<file path="config.mk">
export PLATFORM = sky130hd
export DESIGN_NAME = tpp_timer
export DESIGN_NICKNAME = d
export VERILOG_FILES = /design/src/rtl/tpp_prescaler.v /design/src/rtl/tpp_timer.v
export VERILOG_INCLUDE_DIRS = /design/src /design/src/rtl
export SDC_FILE = /design/constraint.sdc
export NUM_CORES = 1
export LEC_CHECK = 0
export ABC_CLOCK_PERIOD_IN_PS = 2900
export BUFFER_PORTS_ARGS = -buffer_cell sky130_fd_sc_hd__buf_2
export CAP_MARGIN = 20
export CORE_UTILIZATION = 40
export CTS_CLUSTER_DIAMETER = 30
export DETAILED_ROUTE_END_ITERATION = 8
export GPL_ROUTABILITY_DRIVEN = 0
export SYNTH_ARGS = -nofsm -noshare
export SYNTH_HDL_FRONTEND = slang
export SYNTH_SLANG_ARGS = --single-unit
</file>
<file path="constraint.sdc">
create_clock -name aclk -period 2.9 [get_ports aclk]
set_input_delay 0.58 -clock aclk [delete_from_list [all_inputs] [get_ports aclk]]
set_output_delay 0.58 -clock aclk [all_outputs]
set_load 0.01 [all_outputs]
</file>
<file path="src/rtl/tpp_consts.vh">
`ifndef TPP_CONSTS_VH
`define TPP_CONSTS_VH
// Register indices (byte address divided by four)
`define TPP_IDX_CNT_LOW     3'h0
`define TPP_IDX_CTRL_A      3'h1
`define TPP_IDX_CTRL_B      3'h2
`define TPP_IDX_DUTY_LOW    3'h3
`define TPP_IDX_PRESC_CNT   3'h4
`define TPP_IDX_HIGH_BITS   3'h5
`define TPP_IDX_STATUS      3'h6
`define TPP_IDX_MISC        3'h7
// Control A fields
`define TPP_A_RUN           0
`define TPP_A_RELOAD        1
`define TPP_A_ONESHOT       2
`define TPP_A_PWM_LOW       6
`define TPP_A_PWM_OE        7
// Control B fields
`define TPP_B_RATE_LSB      0
`define TPP_B_PRESC_DIS_N   3
`define TPP_B_EDGE          4
`define TPP_B_SRC           5
// High bits register fields
`define TPP_H_DUTY_LSB      0
`define TPP_H_TMR_LSB       4
// Misc register fields
`define TPP_M_HOSC          0
// Reset values
`define TPP_RST_CTRL_A      8'h00
`define TPP_RST_CTRL_B      8'h3F
`define TPP_RST_PRESC       8'hFF
`define TPP_RST_HIGH        8'h00
`define TPP_RST_DUTY        8'h00
`define TPP_RST_CNT         10'h000
`define TPP_RST_RELOAD      10'h3FF
`define TPP_ALL_ONES        10'h3FF
// AXI responses
`define TPP_RESP_OKAY       2'h0
`define TPP_RESP_SLVERR     2'h2
`endif

</file>
<file path="src/rtl/tpp_prescaler.v">
`include "tpp_consts.vh"
module tpp_prescaler (
	// Clock and reset
	input  wire       aclk,
	input  wire       aresetn,
	// Control
	input  wire       tick_in,
	input  wire       bypass,
	input  wire [2:0] rate_sel,
	// Result
	output reg        tick_out,
	output reg  [7:0] count_r
);
	// Division 2^(sel+1): done when the low sel+1 bits of the down counter are zero
	function [7:0] tpp_mask;
		input [2:0] sel;
		begin
			tpp_mask = (8'h02 << sel) - 8'h01;
		end
	endfunction

	wire done = ((count_r & tpp_mask(rate_sel)) == 8'h00);

	always @(posedge aclk) begin
		if (!aresetn) begin
			count_r  <= `TPP_RST_PRESC;
			tick_out <= 1'b0;
		end else begin
			tick_out <= 1'b0;
			if (bypass) begin
				tick_out <= tick_in;
			end else if (tick_in) begin
				count_r  <= count_r - 8'h01;
				tick_out <= done;
			end
		end
	end
endmodule // tpp_prescaler

</file>
<file path="src/rtl/tpp_timer.v">
// Functional notes
// - Count read returns live low 8 bits of the count.
// - Count write stores reload, loads counter now.
// - Counts only while run enable set.
// - Reload-select 0: underflow reloads all ones.
// - Reload-select 1: underflow reloads stored value.
// - One-shot counts to zero, then stops.
// - Polarity bit one makes PWM active low.
// - Output enable routes PWM onto pin.
// - Reload value sets PWM frame period.
// - Duty is high bits above duty byte.
// - Rate field divides by 2^(field+1).
// - Disable bit bypasses prescaler; change rate disabled.
// - Edge bit picks falling or rising edge.
// - Source bit picks external pin or instruction.
// - Prescaler count readable, resets all ones.
// - Underflow sets flag until software clears.
// - High bits: write reload, read count.
// - High oscillator select overrides source bit.
`include "tpp_consts.vh"
module tpp_timer (
	// Clock and reset
	input  wire        aclk,
	input  wire        aresetn,
	// AXI4-Lite write address
	input  wire [4:0]  s_axi_awaddr,
	input  wire        s_axi_awvalid,
	output reg         s_axi_awready,
	// AXI4-Lite write data
	input  wire [31:0] s_axi_wdata,
	input  wire [3:0]  s_axi_wstrb,
	input  wire        s_axi_wvalid,
	output reg         s_axi_wready,
	// AXI4-Lite write response
	output reg  [1:0]  s_axi_bresp,
	output reg         s_axi_bvalid,
	input  wire        s_axi_bready,
	// AXI4-Lite read address
	input  wire [4:0]  s_axi_araddr,
	input  wire        s_axi_arvalid,
	output reg         s_axi_arready,
	// AXI4-Lite read data
	output reg  [31:0] s_axi_rdata,
	output reg  [1:0]  s_axi_rresp,
	output reg         s_axi_rvalid,
	input  wire        s_axi_rready,
	// Clock sources
	input  wire        instr_tick,
	input  wire        high_osc_tick,
	input  wire        external_clock_pin,
	// Shared pin
	input  wire        port_pin_two_gpio_out,
	input  wire        port_pin_two_gpio_oe,
	output reg         port_pin_two_out,
	output reg         port_pin_two_oe,
	// Event
	output reg         underflow_event_flag
);
	reg  [7:0] ctrl_a_r;
	reg  [7:0] ctrl_b_r;
	reg  [7:0] duty_low_r;
	reg  [7:0] high_r;
	reg        hosc_sel_r;
	reg  [9:0] reload_r;
	reg  [9:0] count_r;
	reg  [9:0] count_nxt;
	reg        stopped_r;
	reg  [2:0] ext_sync_r;
	reg  [4:0] aw_addr_r;
	reg [31:0] w_data_r;
	reg  [3:0] w_strb_r;
	reg        aw_have_r;
	reg        w_have_r;
	wire [7:0] presc_cnt;
	wire       timer_tick;

	// Lane 0 write to one register index
	function tpp_wr_hit;
		input       fire;
		input [3:0] strb;
		input [2:0] sel;
		input [2:0] idx;
		begin
			tpp_wr_hit = fire & strb[0] & (sel == idx);
		end
	endfunction

	// Two high bits above a low byte
	function [9:0] tpp_join;
		input [1:0] hi;
		input [7:0] lo;
		begin
			tpp_join = {hi, lo};
		end
	endfunction

	wire run_en     = ctrl_a_r[`TPP_A_RUN];
	wire reload_sel = ctrl_a_r[`TPP_A_RELOAD];
	wire one_shot   = ctrl_a_r[`TPP_A_ONESHOT];
	wire [9:0] duty = tpp_join(high_r[`TPP_H_DUTY_LSB+1:`TPP_H_DUTY_LSB], duty_low_r);

	// Two flops before the edge detector; third stage holds the prior sample
	// No reset: stages follow the pin, so release never shows a false edge
	always @(posedge aclk) begin
		ext_sync_r <= {ext_sync_r[1:0], external_clock_pin};
	end
	wire ext_rise = ext_sync_r[1] & ~ext_sync_r[2];
	wire ext_fall = ~ext_sync_r[1] & ext_sync_r[2];
	wire ext_tick = ctrl_b_r[`TPP_B_EDGE] ? ext_fall : ext_rise;
	wire src_tick = hosc_sel_r ? high_osc_tick :
		(ctrl_b_r[`TPP_B_SRC] ? ext_tick : instr_tick);

	tpp_prescaler u_presc (
		.aclk     (aclk),
		.aresetn  (aresetn),
		.tick_in  (src_tick & run_en & ~stopped_r),
		.bypass   (ctrl_b_r[`TPP_B_PRESC_DIS_N]),
		.rate_sel (ctrl_b_r[2:0]),
		.tick_out (timer_tick),
		.count_r  (presc_cnt)
	);

	// Bus write decode
	wire wr_fire = aw_have_r & w_have_r & ~s_axi_bvalid;
	wire [2:0] wr_idx = aw_addr_r[4:2];
	wire wr_cnt = tpp_wr_hit(wr_fire, w_strb_r, wr_idx, `TPP_IDX_CNT_LOW);
	wire wr_hi  = tpp_wr_hit(wr_fire, w_strb_r, wr_idx, `TPP_IDX_HIGH_BITS);
	wire wr_clr = tpp_wr_hit(wr_fire, w_strb_r, wr_idx, `TPP_IDX_STATUS) & w_data_r[0];
	wire [9:0] reload_new = tpp_join(high_r[`TPP_H_TMR_LSB+1:`TPP_H_TMR_LSB], w_data_r[7:0]);
	wire underflow = timer_tick & run_en & ~stopped_r & (count_r == 10'h000);

	always @* begin
		count_nxt = count_r;
		if (wr_cnt) begin
			count_nxt = reload_new;
		end else if (timer_tick && run_en && !stopped_r) begin
			if (count_r != 10'h000) begin
				count_nxt = count_r - 10'h001;
			end else if (one_shot) begin
				count_nxt = count_r;
			end else if (reload_sel) begin
				count_nxt = reload_r;
			end else begin
				count_nxt = `TPP_ALL_ONES;
			end
		end
	end

	always @(posedge aclk) begin
		if (!aresetn) begin
			count_r              <= `TPP_RST_CNT;
			reload_r             <= `TPP_RST_RELOAD;
			stopped_r            <= 1'b0;
			underflow_event_flag <= 1'b0;
			port_pin_two_out     <= 1'b0;
			port_pin_two_oe      <= 1'b0;
		end else begin
			count_r <= count_nxt;
			if (wr_cnt) begin
				reload_r <= reload_new;
			end else if (wr_hi) begin
				reload_r[9:8] <= w_data_r[`TPP_H_TMR_LSB+1:`TPP_H_TMR_LSB];
			end
			// One-shot parks at zero until rewritten or re-enabled
			if (wr_cnt || !run_en || !one_shot) begin
				stopped_r <= 1'b0;
			end else if (underflow) begin
				stopped_r <= 1'b1;
			end
			// Set beats a clear in the same cycle
			if (underflow) begin
				underflow_event_flag <= 1'b1;
			end else if (wr_clr) begin
				underflow_event_flag <= 1'b0;
			end
			// Frame period is the reload cycle of the counter
			if (ctrl_a_r[`TPP_A_PWM_OE]) begin
				port_pin_two_out <= ((count_r < duty) ^ ctrl_a_r[`TPP_A_PWM_LOW]);
				port_pin_two_oe  <= 1'b1;
			end else begin
				port_pin_two_out <= port_pin_two_gpio_out;
				port_pin_two_oe  <= port_pin_two_gpio_oe;
			end
		end
	end

	// Register writes and write channel
	always @(posedge aclk) begin
		if (!aresetn) begin
			ctrl_a_r      <= `TPP_RST_CTRL_A;
			ctrl_b_r      <= `TPP_RST_CTRL_B;
			duty_low_r    <= `TPP_RST_DUTY;
			high_r        <= `TPP_RST_HIGH;
			hosc_sel_r    <= 1'b0;
			aw_have_r     <= 1'b0;
			w_have_r      <= 1'b0;
			aw_addr_r     <= 5'h00;
			w_data_r      <= 32'h0000_0000;
			w_strb_r      <= 4'h0;
			s_axi_awready <= 1'b0;
			s_axi_wready  <= 1'b0;
			s_axi_bvalid  <= 1'b0;
			s_axi_bresp   <= `TPP_RESP_OKAY;
		end else begin
			s_axi_awready <= 1'b0;
			s_axi_wready  <= 1'b0;
			if (s_axi_awvalid && !aw_have_r && !s_axi_awready) begin
				s_axi_awready <= 1'b1;
			end
			if (s_axi_awvalid && s_axi_awready) begin
				aw_have_r <= 1'b1;
				aw_addr_r <= s_axi_awaddr;
			end
			if (s_axi_wvalid && !w_have_r && !s_axi_wready) begin
				s_axi_wready <= 1'b1;
			end
			if (s_axi_wvalid && s_axi_wready) begin
				w_have_r <= 1'b1;
				w_data_r <= s_axi_wdata;
				w_strb_r <= s_axi_wstrb;
			end
			if (wr_fire) begin
				aw_have_r    <= 1'b0;
				w_have_r     <= 1'b0;
				s_axi_bvalid <= 1'b1;
				s_axi_bresp  <= `TPP_RESP_OKAY;
				if (w_strb_r[0]) begin
					case (wr_idx)
						`TPP_IDX_CTRL_A: begin
							ctrl_a_r <= w_data_r[7:0];
						end
						`TPP_IDX_CTRL_B: begin
							ctrl_b_r <= {2'b00, w_data_r[5:0]};
						end
						`TPP_IDX_DUTY_LOW: begin
							duty_low_r <= w_data_r[7:0];
						end
						`TPP_IDX_HIGH_BITS: begin
							high_r <= {2'b00, w_data_r[5:0]};
						end
						`TPP_IDX_MISC: begin
							hosc_sel_r <= w_data_r[`TPP_M_HOSC];
						end
						default: begin
						end
					endcase
				end
			end else if (s_axi_bvalid && s_axi_bready) begin
				s_axi_bvalid <= 1'b0;
			end
		end
	end

	// Read channel
	always @(posedge aclk) begin
		if (!aresetn) begin
			s_axi_arready <= 1'b0;
			s_axi_rvalid  <= 1'b0;
			s_axi_rdata   <= 32'h0000_0000;
			s_axi_rresp   <= `TPP_RESP_OKAY;
		end else begin
			s_axi_arready <= 1'b0;
			if (s_axi_arvalid && !s_axi_arready && !s_axi_rvalid) begin
				s_axi_arready <= 1'b1;
			end
			if (s_axi_arvalid && s_axi_arready) begin
				s_axi_rvalid <= 1'b1;
				s_axi_rresp  <= `TPP_RESP_OKAY;
				case (s_axi_araddr[4:2])
					`TPP_IDX_CNT_LOW: begin
						s_axi_rdata <= {24'h000000, count_r[7:0]};
					end
					`TPP_IDX_CTRL_A: begin
						s_axi_rdata <= {29'h00000000, ctrl_a_r[2:0]};
					end
					`TPP_IDX_CTRL_B: begin
						s_axi_rdata <= {24'h000000, ctrl_b_r};
					end
					`TPP_IDX_PRESC_CNT: begin
						s_axi_rdata <= {24'h000000, presc_cnt};
					end
					`TPP_IDX_HIGH_BITS: begin
						s_axi_rdata <= {26'h0000000, count_r[9:8], high_r[3:0]};
					end
					`TPP_IDX_STATUS: begin
						s_axi_rdata <= {31'h00000000, underflow_event_flag};
					end
					`TPP_IDX_MISC: begin
						s_axi_rdata <= {31'h00000000, hosc_sel_r};
					end
					default: begin
						// Duty low byte is write-only
						s_axi_rdata <= 32'h0000_0000;
					end
				endcase
			end else if (s_axi_rvalid && s_axi_rready) begin
				s_axi_rvalid <= 1'b0;
			end
		end
	end
endmodule // tpp_timer

</file>
==> results of run 1 <==
flip-flops by register name (all words and copies together) (netlist names), 3 cells and up:
register	cells
count_r	10
high_r	6
aw_addr_r	3
ctrl_a_r	5
w_data_r	8
ctrl_b_r	6
ext_sync_r	3
reload_r	10
u_presc.count_r	8
s_axi_rdata	8
duty_low_r	8
synthesized netlist by cell type (7+ instances only):
cell type	instances
inv_1	22
buf_4	28
nor3_1	11
o22ai_1	7
nand3_1	13
ha_1	11
a31oi_1	7
nand2_1	67
nor2_1	43
nand3b_1	8
mux2i_1	30
a21oi_1	38
a22oi_1	9
o21ai_0	9
clkbuf_1	21
a211oi_1	8
dfxtp_1	89
routing by layer:
metal / wire, um / track usage [%]
met1: 5050 / 26.7
met2: 4940 / 31.2
met3: 394 / 3.27
met4: 193 / 8.32
met5: 0 / 0
cell families (layout without fill, tap and decap cells):
group	after synthesis	count (layout)	share of synthesized area, %
multiplexers	35	35	7.96
buffers and inverters	79	96	9.19
flip-flops	89	89	39.8
AO/OA/AOI/OAI	114	114	17.5
AND/OR/NAND/NOR	192	192	21.7
XOR/XNOR	4	4	0.782
other	1	28	0.0837
adder cells (fa/ha/maj)	11	11	3.07
worst max-delay path by stage:
stage	startpoint	end	slack, ns	cells after the start
after CTS	count_r[0]$_SDFFE_PN0P_	count_r[2]$_SDFFE_PN0P_	0.40	8
after detailed placement	count_r[0]$_SDFFE_PN0P_	count_r[2]$_SDFFE_PN0P_	0.43	8
after floorplan	count_r[0]$_SDFFE_PN0P_	count_r[1]$_SDFFE_PN0P_	0.72	9
after global routing	count_r[1]$_SDFFE_PN0P_	count_r[2]$_SDFFE_PN0P_	0.20	8
final	count_r[0]$_SDFFE_PN0P_	count_r[2]$_SDFFE_PN0P_	0.40	8
after global placement	count_r[0]$_SDFFE_PN0P_	count_r[2]$_SDFFE_PN0P_	0.45	8
stage by stage:
step / utilization, % / instances
floorplan: - / 552
global placement: 43.7 / 693
detailed placement: 43.7 / 693
CTS: 45.3 / 709
global route: 45.3 / 709
finish: 45.3 / 709
cell type report:
| class | count | area (um2) | share of cell area, % |
|---|---|---|---|
| clock inverters | 6 | 43.8 | 0.888 |
| well taps | 140 | 175 | 3.55 |
| multi-input cells | 384 | 2390 | 48.6 |
| clock buffers | 10 | 128 | 2.59 |
| flip-flops and latches | 89 | 1780 | 36.1 |
| inverters | 23 | 86.3 | 1.75 |
| repair buffers | 57 | 323 | 6.54 |
critical path, delay by kind of cell, from the launching register on:
kind            cells  cell delay (ns)
buf+inv             2             0.34
compound gates      2             0.69
flops               1             0.37
simple gates        2             0.70
mux                 1             0.11
fa+ha+maj           1             0.20
report_power, final:
| group | internal, mW | total [mW] | switching (mW) |
|---|---|---|---|
| combinational | 0.0502 | 0.134 | 0.0843 |
| sequential | 1.24 | 1.26 | 0.0185 |
| clock | 0.315 | 0.772 | 0.458 |
| total | 1.60 | 2.16 | 0.561 |
==> key figures, run 1 <==
Clocking
  – Cts hold-fix bufs: 0
  – Setup Fix Bufs, Post-CTS: 0
  – Clock Latency Late Sink: about 0.37 ns
  – CTS tree: built
  – CTS buffer count: 9
  – Root Driver: clkbuf_8
  – H-tree depth: 3
  – Num Clock Sinks: 89
  – CTS clock-pin slew for the worst setup and hold paths: ~0.090 ns
  – CTS resizes: 0
  – CTS Buffer Depth: 2

Yosys
  – Mapped Area: between 4000 and 5000 um2
  – Largest cells by area after synthesis: dfxtp_1 40%, mux2i_1 6.7%, nand2_1 5.6%
  – Mapped Cells: 525
  – Post-synth top flop: dfxtp_1
  – Synth top area share: 39.8%
  – Number of synthesized register bits: between 80 and 90
  – Area leader, netlist: dfxtp_1
  – Count of cell types in the netlist: 63
  – Ys async rst share: 0%
  – Post-synth EDFFs: 0
  – Register area share after synthesis: roughly two fifths
  – Yosys Warn Count: 0
  – Syn avg cell area: around 8.5 um2

STA
  – Clock skew: 0.00662 ns
  – Peak Freq: approximately 0.4 GHz
  – Min Clock Period, post-route: 2.50 ns
  – Slew @ Worst Pin: about 0.71 ns
  – Final Hold Vio Count: 0
  – Final worst-path cycle share: between 80% and 90%
  – Slew HR: roughly 53%
  – Final setup vio count: 0
  – Max-slew violation count: 0
  – Final setup TNS: 0 ns
  – Setup ws final: between 0.3 and 0.4 ns
  – Hold_ws: approximately 0.31 ns
  – RSZ-0062 raised after global routing: no

GRT
  – Largest net degree at the start of global routing: 39
  – Global-route wire length before repair: around 18000 um
  – Initial antenna violation count: 0
  – Total GRT Usage: around 20%
  – Vias in the first global route: 3529
  – Grt total ovfl: 0

Floorplan
  – Rows: 38
  – I/O pin cnt: 102
  – Die Y: 108 um
  – Die width: between 100 and 150 um
  – Die area: between 10000 and 15000 um2
  – Core area: between 10000 and 15000 um2
  – Starting Density: 41.2%

Routing
  – Routed WL per cell: about 15 um
  – Drc violations: 0
  – Remaining antenna violation count: 0
  – Via count: 3740
  – DR pass1 iterations: 4
  – Vias per cell: between 5 and 6
  – Starting DRT DRC Count: about 180
  – Routed wire length: between 10000 and 15000 um

Setup path
  – Critical path peak fanout: 9
  – Reg-to-reg slack, setup: roughly 0.4 ns
  – Crit path largest cell delay: approximately 0.64 ns
  – CP arrival: around 2.8 ns
  – Crit path launch type: flop
  – R2R depth: 8
  – FF-to-FF Start: count_r[0]$_SDFFE_PN0P_
  – Critical Path End Type: flop
  – CP Cell Sequence: inv_1 > ha_1 > or4b_1 > o41ai_4 > buf_4 > nor2_1 > mux2i_1 > a211oi_1
  – Setup CP Type: flop to flop
  – Crit path required time: between 3 and 4 ns
  – RR Endpoint: count_r[2]$_SDFFE_PN0P_
  – Slowest cell on the critical path: or4b_1

Pwr
  – Power Dens Cells: 439 nW/um2
  – Overall power: between 2 and 2.5 mW
  – Leak: about 1.9 nW
  – Worst VDD drop: 232 uV

Final layout
  – Layout cells sized above 1: between 10% and 20%
  – Commonest non-fill, non-tap cell in the layout: dfxtp_1
  – Most frequent cells in the layout: 89 x dfxtp_1, 67 x nand2_1, 43 x nor2_1
  – Fill cells: around 1100
  – ANT cells: 0
  – NumNets Final: between 600 and 700
  – Syn-to-layout area delta: 10.1%
  – Design area: a little under 5000 um2

Min path
  – HP Start: external_clock_pin
  – Worst min path class: primary input to flop
  – WHS Endpoint: ext_sync_r[0]$_DFF_P_
  – Hold Path Depth: 1

Placed design
  – Setup WS pre-CTS: roughly 0.43 ns
  – Placed cell area: 4760 um2
  – IO Port Bufs: 42
  – DP Wirelength: between 7000 and 8000 um

Job
  – Max-cap violations: 0

Run status
  – Outcome: finished clean
(Power assumes the default switching activity.)
==> run 2: changes to the inputs <==
Settings changed: ABC_AREA set to 1.
==> run 2 against run 1 <==
Against the previous run:
- fmax is 25% higher
- core utilization up 0.57 points
- first-iteration DRC count is 26% higher
- combinational power shrank 7%
- routed wire length up 0.86%
- register-to-register slack improved by 0.50 ns
- global-route usage rose by 0.58 points
- worst setup slack better by 0.50 ns
- die area fell by 1.7%
- clock-buffer cell count increased by 1
- largest cell class unchanged
- largest power group unchanged
==> key figures, run 2 <==
STA
  – Max-slew violation count: 0
  – RSZ-0062 raised after global routing: no
  – Peak Freq: 0.500 GHz
  – Clock skew: 0.00916 ns
  – Final worst-path cycle share: between 60% and 70%
  – Slew @ Worst Pin: between 0.8 and 0.9 ns
  – Slew HR: between 40% and 50%
  – Hold_ws: 0.312 ns
  – Final setup TNS: 0 ns
  – Final setup vio count: 0
  – Min Clock Period, post-route: roughly 2.0 ns
  – Final Hold Vio Count: 0

Job
  – Max-cap violations: 0

Routing
  – Via count: between 4000 and 5000
  – Starting DRT DRC Count: 230
  – DR pass1 iterations: 6
  – Drc violations: 0
  – Routed wire length: about 11000 um
  – Remaining antenna violation count: 0
  – Vias per cell: around 5
  – Routed WL per cell: around 13 um

Clocking
  – CTS resizes: 0
  – Num Clock Sinks: slightly below 90
  – Root Driver: clkbuf_8
  – CTS buffer count: 9
  – Clock Latency Late Sink: 0.37 ns
  – CTS tree: built
  – Cts hold-fix bufs: 0
  – H-tree depth: 3
  – CTS clock-pin slew for the worst setup and hold paths: roughly 0.090 ns
  – CTS Buffer Depth: 2
  – Setup Fix Bufs, Post-CTS: 0

Yosys
  – Syn avg cell area: approximately 7.0 um2
  – Most common cell in the netlist: nand2_1
  – Ys async rst share: 0%
  – Register area share after synthesis: between 40% and 50%
  – Largest cells by area after synthesis: dfxtp_1 40%, nand2_1 11%, nor2_1 6.1%
  – Count of cell types in the netlist: 30
  – Yosys Warn Count: 0
  – Top cells by count, synth: 133 x nand2_1, 89 x dfxtp_1, 72 x nor2_1
  – Number of synthesized register bits: 89
  – Mapped Area: 4400 um2
  – Post-synth EDFFs: 0
  – Mapped Cells: 630
  – Post-synth top flop: dfxtp_1
  – Area leader, netlist: dfxtp_1
  – Synth top area share: 40.5%

Placed design
  – DP Wirelength: between 7000 and 8000 um
  – IO Port Bufs: 42

Setup path
  – Critical Path End Type: flop
  – Crit path launch type: flop
  – R2R depth: 9
  – CP arrival: about 2.3 ns
  – Crit path required time: roughly 3.2 ns
  – Critical path peak fanout: 7
  – Critical Path End: count_r[2]$_SDFFE_PN0P_
  – CP Launch Point: count_r[0]$_SDFFE_PN0P_
  – RR Endpoint: count_r[2]$_SDFFE_PN0P_
  – FF-to-FF Start: count_r[0]$_SDFFE_PN0P_
  – Reg-to-reg slack, setup: between 0.8 and 0.9 ns
  – Setup CP Type: flop to flop

GRT
  – Largest net degree at the start of global routing: 55
  – Vias in the first global route: about 3700
  – Initial antenna violation count: 0
  – Grt total ovfl: 0
  – Global-route wire length before repair: 18100 um
  – Total GRT Usage: 20.4%

Floorplan
  – Starting Density: approximately two fifths
  – Rows: 37
  – Die area: between 10000 and 15000 um2
  – Die Y: approximately 110 um
  – Die width: about 110 um
  – I/O pin cnt: around 100
  – Core area: between 10000 and 15000 um2

Pwr
  – Leak: between 2 and 2.5 nW
  – Power Dens Cells: between 400 and 500 nW/um2
  – Worst VDD drop: between 300 and 400 uV

Final layout
  – Commonest non-fill, non-tap cell in the layout: nand2_1
  – Most frequent cells in the layout: 133 x nand2_1, 89 x dfxtp_1, 72 x nor2_1
  – Syn-to-layout area delta: 9.52%
  – Fill cells: around 1100
  – Top flop regs: count_r: 10 flops, reload_r: 10 flops
  – Layout cells sized above 1: between 10% and 20%
  – Final core occ: a little under half
  – Multi-input logic area: between 2000 and 2500 um2
  – NumNets Final: 736
  – Register area: approximately 1800 um2
  – ANT cells: 0

Run status
  – Outcome: finished clean

Min path
  – Worst min path class: primary input to flop
-- run 2: worst min-delay path by stage --
stage	start	endpoint	depth (start not counted)
floorplan	ext_sync_r[0]$_DFF_P_	ext_sync_r[1]$_DFF_P_	0
global placement	ext_sync_r[0]$_DFF_P_	ext_sync_r[1]$_DFF_P_	0
CTS	external_clock_pin	ext_sync_r[0]$_DFF_P_	1
detailed placement	ext_sync_r[0]$_DFF_P_	ext_sync_r[1]$_DFF_P_	0
global route	external_clock_pin	ext_sync_r[0]$_DFF_P_	1
finish	external_clock_pin	ext_sync_r[0]$_DFF_P_	1
-- run 2: per-layer routing --
layer	GRT usage (%)	share of wire (%)
met1	27.1	47
met3	3.47	4.8
met2	33.2	46
met5	0	0
met4	7.44	1.8
-- run 2: power breakdown --
group          leakage, nW  internal (mW)  switching [mW]
Combinational         1.45         0.0396          0.0848
Sequential           0.722           1.24          0.0185
Clock               0.0982          0.448           0.461
Total                 2.27           1.73           0.565
-- run 2: critical path, cell delays in order (launching register included) --
cell,delay [ns]
dfxtp_1,0.33
inv_1,0.19
ha_1,0.27
nand2_1,0.11
nor2_2,0.23
nand3_1,0.30
o21ai_0,0.27
nor2_1,0.07
nor2_1,0.10
nor2_1,0.05
-- run 2: metrics by stage --
stage	instance area (um2)	worst slack (ns)	power, mW	instances
floorplan	4500	1.40	1.39	657
global placement	4610	1.01	1.41	792
detailed placement	4610	0.946	1.41	792
CTS	4820	0.926	2.31	808
global route	4820	0.723	2.39	808
finish	4820	0.900	2.29	808
-- run 2: logic make-up after synthesis --
group | Yosys count | synth area share (%)
compound gates | 127 | 15.5
simple gates | 282 | 27.3
other cells | 1 | 0.0852
flops | 89 | 40.5
fa+ha+maj | 11 | 3.13
xor+xnor | 4 | 0.796
buf+inv | 116 | 12.6
-- run 2: area by class of cell --
class                           instances  share of cell area, %
Clock buffer                           11                   3.14
Multi-Input combinational cell        452                   44.9
Sequential cell                        89                   37.0
Inverter                               71                   5.53
Clock inverter                          5                   1.27
Timing Repair Buffer                   44                   4.67
Tap cell                              136                   3.53
